## src/design/ttc_cfg.svh

```systemverilog
// Constants for the temperature trip comparator block
// Functional notes
// - The under-window flag (bit 13) sets below lower limit minus hysteresis and clears at the lower limit; the over-window flag (bit 14) sets above the upper limit and clears at upper limit minus hysteresis.
// - The over-critical flag (bit 15) sets when temperature reaches the critical threshold and clears only below critical minus hysteresis.
// - Temperature is reported as an 11-bit two's-complement value with 0.125 degC per step.
// - Bit 0 of the temperature word reads zero and bit 11 weighs 128 degC.
// - The top three bits of the temperature word give trip status from the current temperature, independent of the alert output.
// - Bit 12 is the sign, zero positive and one negative, with the field in two's complement.
// - Each trip-point register holds its limit in bits 12 to 2 in two's complement, bit 2 weighing 0.25 degC.
// - Bits 15 to 13 and 1 to 0 of each trip-point register are read-only zero.
// - A read/write upper-limit register sits at pointer 02h and resets to zero.
// - A read/write lower-limit register sits at pointer 03h and resets to zero.
// - A read/write critical-limit register sits at pointer 04h and resets to zero.
// - Flag evaluation always uses the limits currently held, so a new limit acts on the next comparison.
`ifndef TTC_CFG_SVH
`define TTC_CFG_SVH
`define TTC_PTR_UPPER     8'h02
`define TTC_PTR_LOWER     8'h03
`define TTC_PTR_CRIT      8'h04
`define TTC_PTR_TEMP      8'h05
`define TTC_LIMIT_RESET   16'h0000
`define TTC_LIMIT_MASK    16'h1ffc
`define TTC_BIT_CRIT      15
`define TTC_BIT_OVER      14
`define TTC_BIT_UNDER     13
`define TTC_TEMP_MSB      12
`define TTC_TEMP_LSB      1
`define TTC_NUM_LIMITS    3
`endif

```

## src/design/ttc_pkg.sv

```systemverilog
// Types for the temperature trip comparator block
package ttc_pkg;
  typedef logic [15:0] ttc_word_t;
  typedef logic signed [12:0] ttc_cmp_t;
endpackage : ttc_pkg

```

## src/design/ttc_limit_regs.sv

```systemverilog
// Three trip-point limit registers with masked write and all limits driven straight out on o_limits
`timescale 1ns/1ps
`default_nettype none
`include "ttc_cfg.svh"
module ttc_limit_regs (
  // Clock and reset
  input  wire logic              i_sys_clk,
  input  wire logic              i_rst_b,
  // Write port
  input  wire logic              i_wr_en,
  input  wire logic [7:0]        i_ptr,
  input  wire ttc_pkg::ttc_word_t i_wdata,
  // Limits
  output logic [47:0]            o_limits
);
  genvar g;
  generate
    for (g = 0; g < `TTC_NUM_LIMITS; g = g + 1)
    begin : g_lim
      wire logic hit;
      assign hit = i_wr_en && (i_ptr == (`TTC_PTR_UPPER + 8'(g)));
      always_ff @(posedge i_sys_clk or negedge i_rst_b)
      begin
        if (!i_rst_b)
          o_limits[g*16 +: 16] <= `TTC_LIMIT_RESET;
        else if (hit)
          o_limits[g*16 +: 16] <= i_wdata & `TTC_LIMIT_MASK;
      end
    end
  endgenerate
endmodule : ttc_limit_regs
`default_nettype wire

```

## src/design/ttc_trip_compare.sv

```systemverilog
// Trip-point registers and hysteretic trip-status comparator
`timescale 1ns/1ps
`default_nettype none
`include "ttc_cfg.svh"
module ttc_trip_compare (
  // Clock and reset
  input  wire logic               i_sys_clk,
  input  wire logic               i_rst_b,
  // Register access from the serial protocol engine
  input  wire logic               i_wr_en,
  input  wire logic               i_rd_en,
  input  wire logic [7:0]         i_ptr,
  input  wire ttc_pkg::ttc_word_t i_wdata,
  output logic [15:0]             o_rdata,
  output logic                    o_rvalid,
  // Converter result, 11-bit two's complement in 0.125 degC steps
  input  wire logic               i_conv_valid,
  input  wire logic [10:0]        i_conv_temp,
  // Hysteresis from configuration logic, in 0.125 degC steps
  input  wire logic [4:0]         i_hyst,
  // Trip status towards alert logic
  output logic                    o_over_critical_flag,
  output logic                    o_over_window_flag,
  output logic                    o_under_window_flag,
  output logic [15:0]             o_temp_word
);
  logic [47:0] limits;
  logic [10:0] temp_reg;
  logic        crit_reg;
  logic        over_reg;
  logic        under_reg;
  logic        crit_next;
  logic        over_next;
  logic        under_next;

  ttc_limit_regs u_limits (
    .i_sys_clk (i_sys_clk),
    .i_rst_b   (i_rst_b),
    .i_wr_en   (i_wr_en),
    .i_ptr     (i_ptr),
    .i_wdata   (i_wdata),
    .o_limits  (limits)
  );

  // Limits at 0.25 degC shifted left one so they share the 0.125 degC scale
  wire ttc_pkg::ttc_cmp_t upper_s;
  wire ttc_pkg::ttc_cmp_t lower_s;
  wire ttc_pkg::ttc_cmp_t crit_s;
  wire ttc_pkg::ttc_cmp_t temp_s;
  wire ttc_pkg::ttc_cmp_t hyst_s;
  assign upper_s = {limits[12], limits[12:2], 1'b0};
  assign lower_s = {limits[28], limits[28:18], 1'b0};
  assign crit_s  = {limits[44], limits[44:34], 1'b0};
  assign temp_s  = {{2{i_conv_temp[10]}}, i_conv_temp};
  assign hyst_s  = {8'h00, i_hyst};

  // Hysteresis held in the flag itself: set and clear points differ
  always_comb
  begin
    crit_next  = crit_reg ? (temp_s >= (crit_s - hyst_s)) : (temp_s >= crit_s);
    over_next  = over_reg ? (temp_s > (upper_s - hyst_s)) : (temp_s > upper_s);
    under_next = under_reg ? (temp_s < lower_s) : (temp_s < (lower_s - hyst_s));
  end

  always_ff @(posedge i_sys_clk or negedge i_rst_b)
  begin
    if (!i_rst_b)
    begin
      temp_reg  <= 11'h000;
      crit_reg  <= 1'b0;
      over_reg  <= 1'b0;
      under_reg <= 1'b0;
    end
    else if (i_conv_valid)
    begin
      temp_reg  <= i_conv_temp;
      crit_reg  <= crit_next;
      over_reg  <= over_next;
      under_reg <= under_next;
    end
  end

  // Status comes only from comparison, never from the alert pin state
  wire ttc_pkg::ttc_word_t temp_word;
  // The 11-bit value is sign-extended once, so bit 11 repeats the sign at bit 12
  assign temp_word = {crit_reg, over_reg, under_reg, temp_reg[10], temp_reg[10:0], 1'b0};

  wire logic [15:0] rd_mux;
  assign rd_mux = (i_ptr == `TTC_PTR_UPPER) ? limits[15:0]  :
                  (i_ptr == `TTC_PTR_LOWER) ? limits[31:16] :
                  (i_ptr == `TTC_PTR_CRIT)  ? limits[47:32] :
                  (i_ptr == `TTC_PTR_TEMP)  ? temp_word     : 16'h0000;

  always_ff @(posedge i_sys_clk or negedge i_rst_b)
  begin
    if (!i_rst_b)
    begin
      o_rdata              <= 16'h0000;
      o_rvalid             <= 1'b0;
      o_over_critical_flag <= 1'b0;
      o_over_window_flag   <= 1'b0;
      o_under_window_flag  <= 1'b0;
      o_temp_word          <= 16'h0000;
    end
    else
    begin
      o_rdata              <= i_rd_en ? rd_mux : o_rdata;
      o_rvalid             <= i_rd_en;
      o_over_critical_flag <= crit_reg;
      o_over_window_flag   <= over_reg;
      o_under_window_flag  <= under_reg;
      o_temp_word          <= temp_word;
    end
  end
endmodule : ttc_trip_compare
`default_nettype wire

```

## config.mk

```make
export PLATFORM = sky130hd
export DESIGN_NAME = ttc_trip_compare
export DESIGN_NICKNAME = d
export VERILOG_FILES = /design/src/design/ttc_pkg.sv /design/src/design/ttc_limit_regs.sv /design/src/design/ttc_trip_compare.sv
export VERILOG_INCLUDE_DIRS = /design/src /design/src/design
export SDC_FILE = /design/constraint.sdc
export NUM_CORES = 1
export LEC_CHECK = 0
export BUFFER_PORTS_ARGS = -buffer_cell sky130_fd_sc_hd__buf_2
export CORE_MARGIN = 3
export CORE_UTILIZATION = 45
export CTS_BUF_LIST = sky130_fd_sc_hd__clkbuf_8
export DETAILED_ROUTE_END_ITERATION = 6
export GPL_TIMING_DRIVEN = 0
export PLACE_DENSITY = 0.65
export SYNTH_ARGS = -nofsm -noshare
export SYNTH_HDL_FRONTEND = slang
export SYNTH_SLANG_ARGS = --single-unit
```

## constraint.sdc

```tcl
create_clock -name i_sys_clk -period 4.8 [get_ports i_sys_clk]
set_input_delay 0.96 -clock i_sys_clk [delete_from_list [all_inputs] [get_ports i_sys_clk]]
set_output_delay 0.96 -clock i_sys_clk [all_outputs]
set_load 0.02 [all_outputs]
```

* Word level (Yosys, flattened, before mapping) *
Index checks and enable logic that the tools add are counted.

storage, ports and cells
  bits in registers = 82
  latch bits = 0
  RAM bits = 0
  memory bits (read-only) = 0
  input port bits = 45
  output and inout port bits = 36
  word-level logic and storage cells = 36
  memories = 0

cells by class
  $add $sub $neg = 3
  multipliers = 0
  div/mod/pow operators = 0
  $lt $le $gt $ge = 6
  eq/ne operators = 4
  shifts and indexed selects = 0
  muxes and demuxes = 7
  bitwise gates (word level) = 0
  reduce and logical (&&, ||, !) cells = 3

operator list
  cell                                            number
  2-to-1 mux 16 bit                               4
  subtractor 12 x 6 -> 13 bit                     3
  == test 8 x 2 -> 1 bit (second input constant)  2
  == test 8 x 3 -> 1 bit (second input constant)  2
  greater-or-equal comparator 11 x 13 -> 1 bit    1
  greater-than comparator 11 x 13 -> 1 bit        1
  < comparator 11 x 13 -> 1 bit                   1
  greater-or-equal comparator 11 x 12 -> 1 bit    1
  greater-than comparator 11 x 12 -> 1 bit        1
  < comparator 11 x 12 -> 1 bit                   1
  logical AND 1 bit                               3
  2-to-1 mux 1 bit                                3

* Logic depth before layout (Yosys ltp) *
  word-level depth = 5
  depth in mapped cells = 15

* Hierarchy *
Synthesis repeated with hierarchy kept, for this count alone.

unflattened totals
  cells, all modules = 563
  area, all modules = 5743.0 sq um

modules (own cells, without submodules)
  module            times used  cells each  area each (sq um)
  ttc_trip_compare  1           472         4327.9
  ttc_limit_regs    1           91          1415.1

* Worst setup path before layout *
OpenSTA, ideal clock, no wires.

  kind = in2reg
  start point = input port i_hyst[1]
  end point = register crit_reg
  library setup time = 0.124 ns
  arrival = 4.020 ns
  setup slack = 0.657 ns
  stages on the path = 15
  buffers on the path = 0
  cells stage by stage = inv_1 > fa_1 > a21o_1 > a21oi_1 > nor2b_1 > nor3b_1 > nand3_1 > xnor2_1 > ha_1 > and4_1 > nand4_1 > a31oi_1 > a2111oi_0 > mux2i_1 > a211o_1

on the way
  cells in the longest elaborated chain, start to end = 3

RTL lines
  item                                          RTL line                RTL
  from (decl)                                   ttc_trip_compare.sv:20  input wire logic [4:0] i_hyst,
  subtractor 12 x 6 -> 13 bit                   ttc_trip_compare.sv:60  crit_next = crit_reg ? (temp_s >= (crit_s - hyst_s)) : (temp_s >= crit_s);
  greater-or-equal comparator 11 x 13 -> 1 bit  ttc_trip_compare.sv:60
  2-to-1 mux 1 bit                              ttc_trip_compare.sv:60
  to (signal assigned)                          ttc_trip_compare.sv:77  crit_reg <= crit_next;
  to (decl)                                     ttc_trip_compare.sv:29  logic crit_reg;

Every way passes these cells.
A chain may end at the register's enable or synchronous reset.

* Final worst setup path *
Ends and elaborated chain as after synthesis.

==> flow_metrics.py <==
metrics = {
    "detailed_routing": {
        "wl_per_cell_um": 18.6,
        "ant_nets": 0,
        "drt_iter0_markers": 288,
        "drc": 0,
        "firstDrtPassIters": 5,
        "routed_wl_um": 15300,
        "num_vias": 4682,
        "via_per_inst": 5.69,
    },
    "synth": {
        "yosysWarningCount": 0,
        "yosys.area.top_type_share_pct": 35.0,
        "ys_ff_latch": 77,
        "avgSynthCellArea_um2": 9.33,
        "synth_edf_count": 0,
        "netlist_top_cells_area": "dfrtp_1 (35%), ha_1 (18%), o21ai_0 (4.7%)",
        "synth.distinct_cells": 55,
        "synth.most_common_cell": "ha_1",
        "syn-cell-area_mm2": 0.00551,
        "synth-main-ff-cell": "dfrtp_1",
        "async_flop_share_pct": 100,
        "yosys.area.top_type": "dfrtp_1",
        "synth_cells": 591,
        "yosysSeqAreaShare_pct": 35.0,
        "synth_commonest_cells": "ha_1 (81), dfrtp_1 (77), inv_1 (65), o21ai_0 (52), nand2_1 (44)",
    },
    "grt": {
        "grt_pass1_vias": 4633,
        "grt-ovfl-total": 0,
        "grtUsageTotal_pct": 23.8,
        "grt_max_degree": 59,
        "antenna_found_initial": 0,
        "grt_pass1_wl_um": 24200,
    },
    "die": {
        "die_h_um": 117,
        "die_w_um": 117,
        "start_util_pct": 47.1,
        "core_mm2": 0.0117,
        "core.rowCount": 39,
        "pin_count": 81,
        "die-area_mm2": 0.0136,
    },
    "clock_network": {
        "postCtsSetupBuffers": 0,
        "cts_resized": 0,
        "cts_root_buffer": "clkbuf_8",
        "tritoncts.num_buffers": 9,
        "clk-insertion-delay-late_ns": 0.36,
        "clkTransAtPathRegs_ns": 0.07,
        "cts.path.max_buffers": 2,
        "htreeDepth": 3,
        "cts_sinks": 77,
        "ctsHoldBuffers": 0,
        "cts_tree": "done",
    },
    "cells_and_area": {
        "antennaDiodeCount": 0,
        "top_register": "u_limits.o_limits",
        "drive_gt1_share_pct": 17.5,
        "fin_nets": 805,
        "multi_input_comb_area_mm2": 0.00323,
        "fillers": 1095,
        "top_regs": "u_limits.o_limits: 33 flops, o_rdata: 15 flops, o_temp_word: 14 flops",
        "area_growth_pct": 14.0,
        "largest_reg_flops": 33,
        "seq_area_mm2": 0.00193,
        "design_area_mm2": 0.00628,
    },
    "sta": {
        "rsz0062_at_grt": "false",
        "drv_slew": 0,
        "setup_tns_ns": 0,
        "period_needed_ns": 4.39,
        "skew_ns": 0.0111,
        "tightest_slew_ns": 0.746,
        "setup_viol": 0,
        "fin_ws_ns": 0.413,
        "fmax_mhz": 228,
        "min_period_over_period_pct": 91.4,
        "hold_viol": 0,
        "slew_headroom_pct": 49.8,
    },
    "worst_setup_path": {
        "rrSetupSlack_ns": 0.83,
        "path_cells": "buf_2 > inv_1 > fa_1 > a21o_1 > a21oi_1 > nor2b_1 > nor3b_1 > nand3_1 > xnor2_1 > ha_1 > and4_1 > nand4_1 > a31oi_1 > a2111oi_1 > mux2i_1 > a211o_1",
        "endpoint_kind": "flop",
        "critPathLaunchType": "primary input",
        "critPathSlowestCell": "fa_1",
        "path_class": "primary input to flop",
        "arrival_ns": 4.63,
        "worst-path-buf-inv": 2,
        "slowest_delay_ns": 0.50,
        "required_ns": 5.04,
        "crit_fanout": 5,
        "critical_path.top_delay_family": "compound AO/OA/AOI/OAI gates",
    },
    "power_and_ir_drop": {
        "p_comb_share_pct": 28.4,
        "pwr-share-seq_pct": 43.5,
        "switching_share_pct": 33.7,
        "p_int_mw": 1.20,
        "clock_power_share_pct": 28.0,
        "power_leakage_nw": 3.13,
        "ir_drop_mv": 0.186,
        "p_switching_mw": 0.610,
        "powerDensity_mw_per_mm2": 288,
    },
    "placed_design": {
        "pre_cts_ws_ns": 0.00902,
        "dp_hpwl_um": 12300,
        "numPortBuffers": 72,
        "place_congestion": 0.918,
        "place_area_mm2": 0.00608,
    },
    "run_status": {
        "outcome": "completed",
    },
    "worst_hold_path": {
        "hold_class": "flop to flop",
    },
    "job": {
        "drv_cap": 0,
    },
}
power groups by stage:
stage	sequential (mW)	combinational [mW]	clock [mW]
after global routing	0.798	0.579	0.541
after floorplan	0.808	0.314	0
final	0.788	0.515	0.507
after CTS	0.788	0.518	0.513
after detailed placement	0.800	0.516	0
after global placement	0.797	0.495	0
cell usage in the layout (no fill, tap or decap), types with 4 or more instances in the layout:
master | synthesis | layout
ha_1 | 81 | 81
dfrtp_1 | 77 | 77
buf_2 | 4 | 75
inv_1 | 65 | 65
o21ai_0 | 52 | 52
nand2_1 | 44 | 44
a21oi_1 | 35 | 35
xnor2_1 | 23 | 23
nand3_1 | 23 | 23
nor2_1 | 23 | 23
mux2_2 | 15 | 15
nand4_1 | 14 | 14
a21o_1 | 11 | 11
clkbuf_8 | 0 | 11
nor2b_1 | 10 | 10
nor3_1 | 9 | 9
mux2i_1 | 9 | 9
nand2b_1 | 8 | 8
clkbuf_1 | 8 | 8
buf_4 | 7 | 8
a221oi_1 | 7 | 7
o21a_1 | 7 | 7
o22ai_1 | 5 | 5
a31oi_1 | 4 | 4
o221ai_1 | 4 | 4
path summary, 6_finish.rpt:
check,startpoint,endpoint,depth (start not counted)
max in group asynchronous,i_rst_b,u_limits.o_limits[43],2
min,temp_reg[0],o_temp_word[1],0
min reg2reg,temp_reg[0],o_temp_word[1],0
min in group asynchronous,i_rst_b,o_temp_word[2],1
max,i_hyst[1],crit_reg,16
max reg2reg,u_limits.o_limits[34],crit_reg,14
area by class of cell:
type / count / share of cell area [%]
multi-input cells: 429 / 51.4
flip-flops and latches: 77 / 30.7
repair buffers: 73 / 6.21
inverters: 65 / 3.88
well taps: 143 / 2.85
clock buffers: 11 / 2.41
plain buffers: 21 / 1.87
clock inverters: 4 / 0.757
metal layers:
metal | part of all wire, % | GRT usage (%)
met3 | 5.1 | 2.85
met5 | 0 | 0
met1 | 46 | 32.2
met2 | 47 | 39.2
met4 | 2.2 | 8.64
per-stage QoR:
step	power (mW)	util, %	hold slack [ns]	instances
2_1_floorplan	1.12	-	0.370	592
3_3_place_gp	1.29	51.7	0.383	807
3_5_place_dp	1.32	52.0	0.388	808
4_1_cts	1.82	53.7	0.405	823
5_1_grt	1.92	53.7	0.419	823
6_report	1.81	53.7	0.404	823
worst reg2reg max path, stage by stage, from the launching register on:
cell and delay [ns]:
dfrtp_1 0.47, fa_1 0.47, a21o_1 0.20, a21oi_1 0.22, nor2b_1 0.11, nor3b_1 0.46
nand3_1 0.16, xnor2_1 0.15, ha_1 0.28, and4_1 0.23, nand4_1 0.13, a31oi_1 0.08
a2111oi_1 0.46, mux2i_1 0.13, a211o_1 0.28
cell families (layout without fill, tap and decap cells):
kind of cell / count (synthesis) / count (layout) / share of synthesized area [%]
and+or+nand+nor: 149 / 149 / 14.1
AOI/OAI and AO/OA: 145 / 145 / 16.1
buffers and inverters: 86 / 174 / 6.56
adders and majority gates: 84 / 84 / 19.5
DFF: 77 / 77 / 35.0
xor gates and xnor gates: 25 / 25 / 3.97
muxes: 24 / 24 / 4.70
other: 1 / 2 / 0.0680
Power figures use the tool's default switching activity.
